## src/hdl/misc_cfg_pkg.sv

```systemverilog
// Constants shared by the system configuration register bank
`default_nettype none
package misc_cfg_pkg;
  // ----------------------------------------------------------------
  // Register byte offsets
  // ----------------------------------------------------------------
  localparam logic [7:0] OFS_PORT_DATA_UPPER = 8'h10;
  localparam logic [7:0] OFS_RX_FIFO_STATUS  = 8'h20;
  localparam logic [7:0] OFS_VIDEO_DAC_CFG   = 8'h24;
  localparam logic [7:0] OFS_VIDEO_PAD_CFG   = 8'h28;
  localparam logic [7:0] OFS_EXT_RESET_CFG   = 8'h2c;
  localparam logic [7:0] OFS_AUDIO_CFG       = 8'h30;
  localparam logic [7:0] OFS_PORT_STATUS     = 8'h3c;
  // ----------------------------------------------------------------
  // Field positions
  // ----------------------------------------------------------------
  localparam int BIT_RX_FIFO_FLUSH   = 31;
  localparam int BIT_EXT_HOLD        = 4;
  localparam int BIT_EXT_DUR_LO      = 2;
  localparam int BIT_EXT_PULSE       = 1;
  localparam int BIT_EXT_POL         = 0;
  localparam int BIT_FAST_COUNT      = 31;
  localparam int BIT_BITCLK_SEL      = 4;
  localparam int BIT_MEASURE_EN      = 1;
  localparam int BIT_AUDIO_EN        = 0;
  localparam int BIT_PORT_READY      = 0;
  localparam logic [7:0] VDAC_MASK   = 8'hf7;
  // ----------------------------------------------------------------
  // Reset values
  // ----------------------------------------------------------------
  localparam logic [15:0] RST_RX_FREE = 16'h4800;
  localparam logic [31:0] RST_ZERO    = 32'h0000_0000;
  // ----------------------------------------------------------------
  // Timing
  // ----------------------------------------------------------------
  localparam int CLK_NS       = 8;
  localparam int T_PULSE0_NS  = 50_000;
  localparam int T_PULSE1_NS  = 1_000_000;
  localparam int T_PULSE2_NS  = 32_000_000;
  localparam int T_PULSE3_NS  = 128_000_000;
  localparam int T_WIN_NS     = 1_000_000;
  localparam int T_FAST_NS    = 1_000;
  localparam int CYC_FAST     = (T_FAST_NS + CLK_NS - 1) / CLK_NS;
  localparam int CYC_WIN      = T_WIN_NS / CLK_NS;
  localparam int CYC_PULSE0   = (T_PULSE0_NS + CLK_NS - 1) / CLK_NS;
  localparam int CYC_PULSE1   = (T_PULSE1_NS + CLK_NS - 1) / CLK_NS;
  localparam int CYC_PULSE2   = (T_PULSE2_NS + CLK_NS - 1) / CLK_NS;
  localparam int CYC_PULSE3   = (T_PULSE3_NS + CLK_NS - 1) / CLK_NS;
  localparam int CNT_W        = 24;
  localparam int WIN_W        = 17;
  localparam int NCH          = 4;
  typedef logic [NCH-1:0][15:0] counts_t;
endpackage
`default_nettype wire

```

## src/hdl/toggle_meter_if.sv

```systemverilog
// Carrier between the register bank and the toggle-rate meter
`default_nettype none
interface toggle_meter_if;
  import misc_cfg_pkg::*;
  logic                en;
  logic                fast;
  logic [NCH-1:0]      lvl;
  counts_t             cnt;
  logic                valid;
  modport ctl   (output en, output fast, output lvl,
                 input cnt, input valid);
  modport meter (input en, input fast, input lvl,
                 output cnt, output valid);
endinterface
`default_nettype wire

```

## src/hdl/toggle_meter.sv

```systemverilog
// Rising-edge counter per audio pin over a fixed window
`default_nettype none
module toggle_meter #(
  parameter int P_WIN_CYC = misc_cfg_pkg::CYC_WIN
) (
  // Clock and reset
  input  wire logic       i_clk,
  input  wire logic       i_arst_n,
  // Bank side
  toggle_meter_if.meter   m
);
  import misc_cfg_pkg::*;

  typedef struct packed {
    logic [WIN_W-1:0] win;
    logic [NCH-1:0]   prev;
    counts_t          acc;
    counts_t          res;
    logic             valid;
  } state_s;

  state_s r_ff;
  state_s nxt_r;
  logic [WIN_W-1:0] last;

  always_comb begin
    nxt_r       = r_ff;
    nxt_r.valid = 1'b0;
    nxt_r.prev  = m.lvl;
    // Test mode shortens the window so a bench sees results fast
    last = m.fast ? WIN_W'(CYC_FAST - 1) : WIN_W'(P_WIN_CYC - 1);
    if (!m.en) begin
      nxt_r.win = '0;
      nxt_r.acc = '0;
    end else begin
      for (int i = 0; i < NCH; i++) begin
        if (m.lvl[i] && !r_ff.prev[i] && r_ff.acc[i] != 16'hffff)
          nxt_r.acc[i] = r_ff.acc[i] + 16'h0001;
      end
      if (r_ff.win >= last) begin
        nxt_r.win   = '0;
        nxt_r.res   = nxt_r.acc;
        nxt_r.acc   = '0;
        nxt_r.valid = 1'b1;
      end else begin
        nxt_r.win = r_ff.win + WIN_W'(1);
      end
    end
  end

  always_ff @(posedge i_clk or negedge i_arst_n) begin
    if (!i_arst_n) begin
      r_ff <= '0;
    end else begin
      r_ff <= nxt_r;
    end
  end

  assign m.cnt   = r_ff.res;
  assign m.valid = r_ff.valid;
endmodule
`default_nettype wire

```

## src/hdl/misc_cfg_regs.sv

```systemverilog
// System configuration and status register bank on APB
//
// The APB interface to the registers was decided locally.
`default_nettype none
module misc_cfg_regs #(
  parameter int P_PULSE0_CYC = misc_cfg_pkg::CYC_PULSE0,
  parameter int P_PULSE1_CYC = misc_cfg_pkg::CYC_PULSE1,
  parameter int P_PULSE2_CYC = misc_cfg_pkg::CYC_PULSE2,
  parameter int P_PULSE3_CYC = misc_cfg_pkg::CYC_PULSE3,
  parameter int P_WIN_CYC    = misc_cfg_pkg::CYC_WIN
) (
  // Clock and reset
  input  wire logic        i_clk,
  input  wire logic        i_arst_n,
  // APB slave
  input  wire logic        i_psel,
  input  wire logic        i_penable,
  input  wire logic        i_pwrite,
  input  wire logic [7:0]  i_paddr,
  input  wire logic [31:0] i_pwdata,
  output logic [31:0]      o_prdata,
  output logic             o_pready,
  output logic             o_pslverr,
  // Indirect port
  input  wire logic        i_port_busy,
  input  wire logic        i_port_rd_done,
  input  wire logic [31:0] i_port_rd_upper,
  output logic [31:0]      o_port_wdata_upper,
  // Receive FIFO
  input  wire logic [15:0] i_rx_free_bytes,
  output logic             o_rx_fifo_flush,
  // Video DAC and pads
  output logic [2:0]       o_dac_chan_power,
  output logic             o_ext_ref_current_en,
  output logic             o_full_scale_34ma_en,
  output logic             o_bias_test_ctl_one,
  output logic             o_bias_test_ctl_zero,
  output logic             o_analog_sync_pad_en,
  output logic             o_parallel_video_pad_en,
  // External reset
  input  wire logic        i_rst_protect,
  input  wire logic        i_eeprom_load,
  input  wire logic        i_eeprom_present,
  input  wire logic        i_eeprom_ext_pol,
  input  wire logic        i_usb_reset,
  input  wire logic        i_lite_reset,
  output logic             o_ext_reset_pin,
  // Serial audio pins, asynchronous
  input  wire logic        i_ws_pin,
  input  wire logic        i_bitclk_alt_pin_zero,
  input  wire logic        i_bitclk_alt_pin_one,
  input  wire logic        i_mclk_pin,
  input  wire logic        i_data_pin,
  // Serial audio control and results
  output logic             o_serial_audio_en,
  output logic             o_bitclk_pin_select,
  output logic [15:0]      o_ws_toggles,
  output logic [15:0]      o_bitclk_toggles,
  output logic [15:0]      o_mclk_toggles,
  output logic [15:0]      o_data_toggles,
  output logic             o_toggles_valid
);
  import misc_cfg_pkg::*;

  // ----------------------------------------------------------------
  // State
  // ----------------------------------------------------------------
  typedef struct packed {
    logic              pready;
    logic              pslverr;
    logic [31:0]       prdata;
    logic [31:0]       data_upper;
    logic              flush;
    logic [15:0]       free;
    logic [7:0]        vdac;
    logic [1:0]        pad;
    logic              hold;
    logic [1:0]        dur;
    logic              pulse;
    logic              pol;
    logic              img_pol;
    logic [CNT_W-1:0]  rst_cnt;
    logic              pin;
    logic              fast;
    logic              clk_sel;
    logic              meas_en;
    logic              audio_en;
    logic [4:0]        sync1;
    logic [4:0]        sync2;
    logic              ready;
  } state_s;

  state_s r_ff;
  state_s nxt_r;

  logic [31:0]      rd_data;
  logic             hit;
  logic             wr_en;
  logic [CNT_W-1:0] dur_cyc;

  toggle_meter_if tm ();

  // ----------------------------------------------------------------
  // Next state
  // ----------------------------------------------------------------
  always_comb begin
    nxt_r         = r_ff;
    nxt_r.pready  = 1'b0;
    nxt_r.pslverr = 1'b0;
    nxt_r.flush   = 1'b0;
    rd_data       = RST_ZERO;
    hit           = 1'b1;
    dur_cyc       = CNT_W'(P_PULSE0_CYC);

    // Read mux; unlisted bits stay zero
    case (i_paddr)
      OFS_PORT_DATA_UPPER: rd_data = r_ff.data_upper;
      OFS_RX_FIFO_STATUS:  rd_data[15:0] = r_ff.free;
      OFS_VIDEO_DAC_CFG:   rd_data[7:0] = r_ff.vdac;
      OFS_VIDEO_PAD_CFG:   rd_data[1:0] = r_ff.pad;
      OFS_EXT_RESET_CFG: begin
        rd_data[BIT_EXT_HOLD]                    = r_ff.hold;
        rd_data[BIT_EXT_DUR_LO+1:BIT_EXT_DUR_LO] = r_ff.dur;
        rd_data[BIT_EXT_PULSE]                   = r_ff.pulse;
        rd_data[BIT_EXT_POL]                     = r_ff.pol;
      end
      OFS_AUDIO_CFG: begin
        rd_data[BIT_FAST_COUNT] = r_ff.fast;
        rd_data[BIT_BITCLK_SEL] = r_ff.clk_sel;
        rd_data[BIT_MEASURE_EN] = r_ff.meas_en;
        rd_data[BIT_AUDIO_EN]   = r_ff.audio_en;
      end
      OFS_PORT_STATUS: rd_data[BIT_PORT_READY] = r_ff.ready;
      default: hit = 1'b0;
    endcase

    // One wait state keeps every APB output straight from a flop
    if (i_psel && i_penable && !r_ff.pready) begin
      nxt_r.pready  = 1'b1;
      nxt_r.prdata  = rd_data;
      nxt_r.pslverr = !hit;
    end
    wr_en = i_psel && i_penable && r_ff.pready && i_pwrite && hit;

    if (wr_en) begin
      case (i_paddr)
        OFS_PORT_DATA_UPPER: nxt_r.data_upper = i_pwdata;
        OFS_RX_FIFO_STATUS:
          nxt_r.flush = i_pwdata[BIT_RX_FIFO_FLUSH];
        OFS_VIDEO_DAC_CFG:
          nxt_r.vdac = i_pwdata[7:0] & VDAC_MASK;
        OFS_VIDEO_PAD_CFG: nxt_r.pad = i_pwdata[1:0];
        OFS_EXT_RESET_CFG: begin
          nxt_r.hold = i_pwdata[BIT_EXT_HOLD];
          nxt_r.dur  = i_pwdata[BIT_EXT_DUR_LO+1:BIT_EXT_DUR_LO];
          // A second start while a pulse runs does not retrigger it
          if (i_pwdata[BIT_EXT_PULSE] && !r_ff.pulse)
            nxt_r.pulse = 1'b1;
          if (!i_rst_protect)
            nxt_r.pol = i_pwdata[BIT_EXT_POL];
        end
        OFS_AUDIO_CFG: begin
          nxt_r.fast     = i_pwdata[BIT_FAST_COUNT];
          nxt_r.clk_sel  = i_pwdata[BIT_BITCLK_SEL];
          nxt_r.meas_en  = i_pwdata[BIT_MEASURE_EN];
          nxt_r.audio_en = i_pwdata[BIT_AUDIO_EN];
        end
        default: nxt_r.hold = r_ff.hold;
      endcase
    end

    // Returned read data wins over a software write in the same cycle
    if (i_port_rd_done)
      nxt_r.data_upper = i_port_rd_upper;
    nxt_r.ready = !i_port_busy;
    nxt_r.free  = {i_rx_free_bytes[15:3], 3'b000};

    // Polarity image from the configuration store
    if (i_eeprom_load) begin
      nxt_r.img_pol = i_eeprom_present && i_eeprom_ext_pol;
      nxt_r.pol     = i_eeprom_present && i_eeprom_ext_pol;
    end else if (i_usb_reset || i_lite_reset) begin
      nxt_r.pol = r_ff.img_pol;
    end

    // ----------------------------------------------------------------
    // External reset pulse
    // ----------------------------------------------------------------
    // A period written together with the start bit governs that pulse
    case (nxt_r.dur)
      2'b00:   dur_cyc = CNT_W'(P_PULSE0_CYC);
      2'b01:   dur_cyc = CNT_W'(P_PULSE1_CYC);
      2'b10:   dur_cyc = CNT_W'(P_PULSE2_CYC);
      2'b11:   dur_cyc = CNT_W'(P_PULSE3_CYC);
      default: dur_cyc = CNT_W'(P_PULSE0_CYC);
    endcase
    if (!r_ff.pulse) begin
      nxt_r.rst_cnt = dur_cyc - CNT_W'(1);
    end else if (r_ff.rst_cnt == '0) begin
      nxt_r.pulse = 1'b0;
    end else begin
      nxt_r.rst_cnt = r_ff.rst_cnt - CNT_W'(1);
    end
    // Pin level: asserted when hold or pulse, then polarity applied
    nxt_r.pin = !((nxt_r.hold || nxt_r.pulse) ^ nxt_r.pol);

    // ----------------------------------------------------------------
    // Pin synchronisers
    // ----------------------------------------------------------------
    nxt_r.sync1 = {i_data_pin, i_mclk_pin, i_bitclk_alt_pin_one,
                   i_bitclk_alt_pin_zero, i_ws_pin};
    nxt_r.sync2 = r_ff.sync1;
  end

  always_ff @(posedge i_clk or negedge i_arst_n) begin
    if (!i_arst_n) begin
      r_ff      <= '0;
      r_ff.free <= RST_RX_FREE;
      r_ff.pin  <= 1'b1;
      r_ff.ready <= 1'b1;
    end else begin
      r_ff <= nxt_r;
    end
  end

  // ----------------------------------------------------------------
  // Toggle-rate meter
  // ----------------------------------------------------------------
  assign tm.en   = r_ff.audio_en && r_ff.meas_en;
  assign tm.fast = r_ff.fast;
  assign tm.lvl  = {r_ff.sync2[4], r_ff.sync2[3],
                    r_ff.clk_sel ? r_ff.sync2[2] : r_ff.sync2[1],
                    r_ff.sync2[0]};

  toggle_meter #(
    .P_WIN_CYC (P_WIN_CYC)
  ) u_meter (
    .i_clk    (i_clk),
    .i_arst_n (i_arst_n),
    .m        (tm.meter)
  );

  // ----------------------------------------------------------------
  // Outputs
  // ----------------------------------------------------------------
  assign o_prdata                = r_ff.prdata;
  assign o_pready                = r_ff.pready;
  assign o_pslverr               = r_ff.pslverr;
  assign o_port_wdata_upper      = r_ff.data_upper;
  assign o_rx_fifo_flush         = r_ff.flush;
  assign o_dac_chan_power        = r_ff.vdac[2:0];
  assign o_ext_ref_current_en    = r_ff.vdac[7];
  assign o_full_scale_34ma_en    = r_ff.vdac[6];
  assign o_bias_test_ctl_one     = r_ff.vdac[5];
  assign o_bias_test_ctl_zero    = r_ff.vdac[4];
  assign o_analog_sync_pad_en    = r_ff.pad[1];
  assign o_parallel_video_pad_en = r_ff.pad[0];
  assign o_ext_reset_pin         = r_ff.pin;
  assign o_serial_audio_en       = r_ff.audio_en;
  assign o_bitclk_pin_select     = r_ff.clk_sel;
  assign o_ws_toggles            = tm.cnt[0];
  assign o_bitclk_toggles        = tm.cnt[1];
  assign o_mclk_toggles          = tm.cnt[2];
  assign o_data_toggles          = tm.cnt[3];
  assign o_toggles_valid         = tm.valid;
endmodule
`default_nettype wire

```

## config.mk

```make
export PLATFORM = sky130hd
export DESIGN_NAME = misc_cfg_regs
export DESIGN_NICKNAME = d
export VERILOG_FILES = /design/src/hdl/misc_cfg_pkg.sv /design/src/hdl/toggle_meter_if.sv /design/src/hdl/toggle_meter.sv /design/src/hdl/misc_cfg_regs.sv
export SDC_FILE = /design/constraint.sdc
export NUM_CORES = 1
export LEC_CHECK = 0
export BUFFER_PORTS_ARGS = -buffer_cell sky130_fd_sc_hd__buf_4
export CELL_PAD_IN_SITES_DETAIL_PLACEMENT = 1
export CELL_PAD_IN_SITES_GLOBAL_PLACEMENT = 2
export CORE_UTILIZATION = 32
export DETAILED_ROUTE_END_ITERATION = 10
export PLACE_DENSITY = 0.74
export SLEW_MARGIN = 10
export SYNTH_ARGS = -nofsm -noshare
export SYNTH_HDL_FRONTEND = slang
export SYNTH_HIERARCHICAL = 1
export SYNTH_SLANG_ARGS = --single-unit
```

## constraint.sdc

```tcl
create_clock -name i_clk -period 3.6 [get_ports i_clk]
set_clock_uncertainty 0.1 [all_clocks]
set_input_delay 0.36 -clock i_clk [delete_from_list [all_inputs] [get_ports i_clk]]
set_output_delay 0.36 -clock i_clk [all_outputs]
set_load 0.005 [all_outputs]
```

==> results by group, run 1 <==
Run status
  – Outcome: finished clean

Yosys
  – Share of the synthesized area in the top cell type: 48.7%
  – Yosys synthesis warning count: 6
  – Post-Synthesis Mean Instance Area: 10.2 µm²
  – Post-Syn Area: 14400 µm²
  – Synthesized flop and latch total: 285
  – Net Count, Synth: 1543
  – EDFF count, synth: 0
  – Post-synth cell types: 71
  – Yosys top cell by area: dfrtp_1
  – Most common flop cell mapped by yosys: dfrtp_1
  – Area contributors post-synth: dfrtp_1, mux2i_1, buf_4
  – Fraction of registers with async set/reset: 100%
  – Sequential cell area fraction in the yosys report: 49.5%
  – Post-Synthesis Cells: 1417

Global routing
  – Via count of the first global-routing pass: 11900
  – First-pass GRT wire length: 64.2 mm
  – Initial antenna violation count: 0
  – Grt total ovfl: 0
  – GRT Overall Usage: 17.3%
  – Largest net degree at the start of global routing: 93

Detailed routing
  – DR vias/cell: 4.82
  – Wirelength, routed: 38.9 mm
  – Drt pass-1 iters: 4
  – Via count: 10900
  – Residual DRC: 0
  – 1st-iter DRT viols: 401
  – DR WL/cell: 17.3 µm
  – Antenna Nets Post-Route: 0

Clock tree
  – Num CTS Buffers: 37
  – CTS tree: yes
  – Clk pin slew, worst setup/hold paths: 50 ps
  – Clock H-tree levels: 2
  – CTS max path bufs: 3
  – Worst-skew pair later-pin latency: 530 ps
  – Clock tree sinks: 285
  – CTS root buf: clkbuf_16

STA
  – Setup Viol. Count Final: 0
  – Worst slew pin tran: 755 ps
  – Final WS setup: 212 ps
  – Tmin final: 3390 ps
  – Fin crit share: 94.1%
  – FMAX: 295 MHz
  – Number of hold violations in the final report: 0
  – Slew HR: 49.6%
  – RSZ-0062 raised after global routing: false
  – Fin. max-slew vios: 0

Final layout
  – Nets: 1766
  – Final instance area: 18100 µm²
  – ANT cells: 0
  – Commonest non-fill, non-tap cells in the layout: buf_4, dfrtp_1, nand2_1
  – Most common cell after layout, fill and taps aside: buf_4
  – Layout cells sized above 1: 24.3%
  – Final std cells w/o fill: 2252
  – Layout area overhead: 25.5%

Placement
  – Inst Count DP: 2124
  – HPWL Detailed: 27.0 mm
  – RePlAce Congestion: 0.794
  – DP Worst Slack: -190 ps
  – Placed cell area: 16300 µm²
  – Port Buffer Count: 246

Job
  – Max-cap violations: 0

Critical path
  – CP endpoint kind: flop
  – Crit path kind: flop to flop
  – WP data required: 3940 ps
  – CP Max Fanout: 6
  – Data arrival, critical path: 3730 ps
  – Crit path launch type: flop

Floorplan
  – Core Rows: 77
  – Starting density of the core: 32.6%
  – IO Pins: 250
  – Core area: 44300 µm²
  – Die width: 214 µm
  – Die Ht: 214 µm
  – Die area: 45900 µm²

Worst hold path
  – Min-delay worst type: input port to flop

Power and ir drop
  – Power density over the cells: 404 nW/µm²
  – Leakage Power: 7.92 nW
  – Peak VDD IR: 0.276 mV
  – Tot Pwr: 0.00732 W
[worst paths after layout]
kind | start | to | slack (ps) | cells past startpoint
max | o_pready | r_ff[37] | 210 | 12
min | i_pwdata[13] | o_port_wdata_upper[13] | 30 | 3
max reg2reg | o_pready | r_ff[37] | 210 | 12
min reg2reg | nxt_r[2] | r_ff[2] | 240 | 0
max in group asynchronous | i_arst_n | o_ext_reset_pin | 2030 | 3
min in group asynchronous | i_arst_n | u_meter/r_ff[132] | 350 | 2
[cells in the mapped netlist (9+ instances only)]
cell type and count:
dfrtp_1 281, nand2_1 137, buf_4 133, nor2_1 122
mux2i_1 107, inv_1 85, o21ai_0 57, xnor2_1 51
nand3_1 48, clkbuf_1 34, nand4_1 32, xor2_1 28
a21oi_1 27, nor3_1 26, mux2_2 22, ha_1 20
and3_1 18, nor4_1 15, a22oi_1 10, nor2b_1 10
o21ai_1 10, nand2b_1 9
[flip-flops by register name (all words and copies together) (netlist names)]
| name | cells |
|---|---|
| o_prdata | 32 |
| u_meter/m.valid | 1 |
| r_ff | 50 |
| o_rx_fifo_flush | 1 |
| tm.fast | 1 |
| o_bitclk_pin_select | 1 |
| o_ext_ref_current_en | 1 |
| u_meter/r_ff | 85 |
| o_ext_reset_pin | 1 |
| o_dac_chan_power | 3 |
| o_port_wdata_upper | 32 |
| nxt_r | 5 |
| o_serial_audio_en | 1 |
| o_full_scale_34ma_en | 1 |
| o_bias_test_ctl_one | 1 |
| o_parallel_video_pad_en | 1 |
| o_pready | 1 |
| o_analog_sync_pad_en | 1 |
| u_meter/m.cnt | 64 |
| o_bias_test_ctl_zero | 1 |
| o_pslverr | 1 |
[worst max-delay path, stage by stage, from the launching register on]
cell       delay, ps
dfrtp_1          380
nand4_1          280
nor3_1           420
mux2_2           280
inv_1             70
ha_2             190
or4_1            540
buf_4            170
o2bb2ai_4        150
and4bb_1         260
buf_4            170
a41oi_1          110
o211ai_1         200
[timing repair]
item / in CTS / in global routing
gates resized for setup: 0 / 0
hold buffers: 69 / 0
hold endpoints to repair: 146 / 0
buffers inserted: 0 / 0
[cells by family (layout without fill, tap and decap cells)]
logic type               after synthesis  after routing  share of synthesized area, %
AO/OA/AOI/OAI                        159            159                          7.15
XOR/XNOR                              79             79                          4.80
adder cells (fa/ha/maj)               20             20                          1.73
buffers and inverters                269            512                          10.9
flip-flops                           285            285                          49.5
multiplexers                         129            129                          9.14
AND/OR/NAND/NOR                      476            476                          16.8
[layer usage]
metal	GRT usage (%)	routed length, µm	vias to the layer above
li1	-	-	5162
met1	21.1	16700	5400
met2	29.2	18700	233
met3	5.23	2490	61
met4	5.26	963	0
met5	0	0	-
[through the flow]
step                hold slack [ps]  utilization [%]  setup TNS, ps
floorplan                     -35.6                -              0
global placement                233             36.7          -7.34
detailed placement              236             36.7           -964
CTS                            1.60             40.9              0
global route                   23.8             40.9              0
finish                         26.6             40.9              0
[report_power, final]
part / internal (W) / switching, W / total [W]
registers: 0.00326 / 0.0000421 / 0.00331
logic: 0.000219 / 0.000206 / 0.000424
clock network: 0.00223 / 0.00136 / 0.00359
[layout make-up]
class	count	area [µm²]
Timing Repair Buffer	368	2980
Tap cell	592	741
Clock buffer	54	1060
Multi-Input combinational cell	863	5770
Inverter	85	319
Fill cell	4998	26200
Sequential cell	285	7140
Clock inverter	5	104
Power figures use the tool's default switching activity.
==> run 2: changes to the inputs <==
- clock period: 3.6 -> 3 ns (I/O delays scaled with it)
==> run 2 against run 1 <==
Clock power is 25% higher; first-iteration DRC count is 24% higher; combinational power is 33% higher; cell count is 2.2% higher; count of clock-buffer cells in the layout is 3 higher; hold slack better by 59 ps; total power is 23% higher; non-clock buffer count is 43 higher; die area stayed put; core utilization is 1.4 points higher; global-route usage is 0.20 points higher; sequential cell count stayed put; critical path type unchanged.
==> results by group, run 2 (synthesis gave the netlist of run 1 again) <==
Global routing
  – Met3 Resource Use GR: 4.50%
  – GRT Overall Usage: 17.5%
  – M2 GR Usage: 29.7%
  – Grt met1 use: 21.7%
  – Initial antenna violation count: 1
  – First-pass GRT wire length: 65.1 mm
  – Layer carrying the most global-route usage: met2
  – Largest net degree at the start of global routing: 74
  – Grt total ovfl: 0
  – Via count of the first global-routing pass: 12000

Floorplan
  – Starting density of the core: 32.6%
  – Core area: 44300 µm²
  – Die width: 214 µm
  – IO Pins: 250
  – Core Rows: 77
  – Die Ht: 214 µm
  – Die area: 45900 µm²

STA
  – FMAX: 344 MHz
  – Worst slew pin tran: 635 ps
  – Number of hold violations in the final report: 0
  – Setup Viol. Count Final: 0
  – Fin. max-slew vios: 0
  – Fin crit share: 96.9%
  – Slew HR: 57.3%
  – Tmin final: 2910 ps

Clock tree
  – CTS tree: yes
  – Clock tree sinks: 285
  – CTS root buf: clkbuf_16
  – Num CTS Buffers: 36
  – Worst-skew pair later-pin latency: 550 ps
  – Clk pin slew, worst setup/hold paths: 60 ps
  – Clock H-tree levels: 2
  – CTS max path bufs: 3

Placement
  – Port Buffer Count: 246
  – HPWL Detailed: 27.6 mm
  – RePlAce Congestion: 0.793
  – Inst Count DP: 2139

Critical path
  – Crit-path max cell delay: 400 ps
  – Data arrival, critical path: 3230 ps
  – WP data required: 3320 ps
  – CP endpoint kind: flop
  – Slowest-stage cell, CP: a211o_4
  – Crit path kind: flop to flop
  – CP Max Fanout: 4
  – CP cell instances: nand4_1 > buf_4 > nor3_4 > mux2_4 > ha_4 > nor2_4 > a21o_1 > nand4_1 > a211o_4 > buf_4 > nor2_1 > xor2_1 > nor2_1
  – Crit path launch type: flop

Power and ir drop
  – Leakage Power: 8.21 nW
  – Tot Pwr: 0.00901 W
  – Peak VDD IR: 0.330 mV
  – Power density over the cells: 481 nW/µm²

Detailed routing
  – Antenna Nets Post-Route: 0
  – Residual DRC: 0
  – DR vias/cell: 4.81
  – Wirelength, routed: 39.7 mm
  – DR WL/cell: 17.3 µm
  – Via count: 11100
  – 1st-iter DRT viols: 498
  – Drt pass-1 iters: 5

Final layout
  – Layout cells sized above 1: 25.3%
  – Final std cells w/o fill: 2302
  – Commonest non-fill, non-tap cells in the layout: buf_4, dfrtp_1, nand2_1
  – Nets: 1808
  – Layout area overhead: 29.7%
  – Largest register FFs: 85
  – Most common cell after layout, fill and taps aside: buf_4
  – Largest reg by FF count: u_meter/r_ff

Job
  – Max-cap violations: 0

Run status
  – Outcome: finished clean

Worst hold path
  – Min-delay worst type: input port to flop
-- run 2: changes by cell type in the layout (fill, tap and decap cells not counted), sizes merged --
| cell | delta |
|---|---|
| dlygate4sd3 | +26 |
| buf | +17 |
| clkbuf | +3 |
| clkinv | +3 |
| diode | +1 |
-- run 2: critical path, delay by kind of cell, from the launching register on --
family	cells	cell delay, ps
adder cells (fa/ha/maj)	1	180
multiplexers	1	360
buffers and inverters	2	320
flip-flops	1	340
AO/OA/AOI/OAI	2	540
AND/OR/NAND/NOR	6	750
XOR/XNOR	1	180
-- run 2: routing by layer --
metal / wire length (µm) / share of wire (%)
met1: 17200 / 43
met2: 19500 / 49
met5: 0 / 0
met3: 2080 / 5.2
met4: 884 / 2.2
-- run 2: timing repair --
action	4_1_cts	5_1_grt
endpoints found under the hold margin	140	0
pin swaps	0	5
hold buffers	95	0
resized for setup	2	7
setup endpoints to repair	8	10
setup buffers	0	2
-- run 2: worst paths after layout --
path	start	endpoint	slack, ps	cells past startpoint
setup reg to reg	o_pready	r_ff[30]	90	13
hold reg to reg	nxt_r[5]	r_ff[5]	250	0
min in group asynchronous	i_arst_n	u_meter/r_ff[108]	220	2
setup / recovery	o_pready	r_ff[30]	90	13
max in group asynchronous	i_arst_n	o_ext_reset_pin	1690	3
hold / removal	i_usb_reset	r_ff[41]	90	4
-- run 2: power by group --
| part | switching, W | leakage (nW) | total [W] | internal (W) |
|---|---|---|---|---|
| logic | 0.000260 | 3.79 | 0.000566 | 0.000306 |
| registers | 0.0000497 | 3.82 | 0.00396 | 0.00391 |
| clock network | 0.00172 | 0.598 | 0.00448 | 0.00276 |
-- run 2: final cells by class --
type                    count  area, µm²
fillers                  4935      25600
well taps                 592        741
repair buffers            411       3430
clock inverters             8        130
flip-flops and latches    285       7140
multi-input cells         863       5860
diodes                      1       2.50
clock buffers              57       1090
inverters                  85        319
-- run 2: per-stage QoR --
step           setup TNS [ps]  setup WS, ps  util, %  hold slack, ps  instance area, µm²
2_1_floorplan           -2160          -310        -           -95.6               14500
4_1_cts                     0          11.3     42.1            33.1               18700
3_5_place_dp            -4740          -384     37.2             235               16500
6_report                    0          91.6     42.2            85.5               18700
3_3_place_gp            -3030          -278     37.2             225               16500
5_1_grt                  -112         -54.3     42.2             149               18700
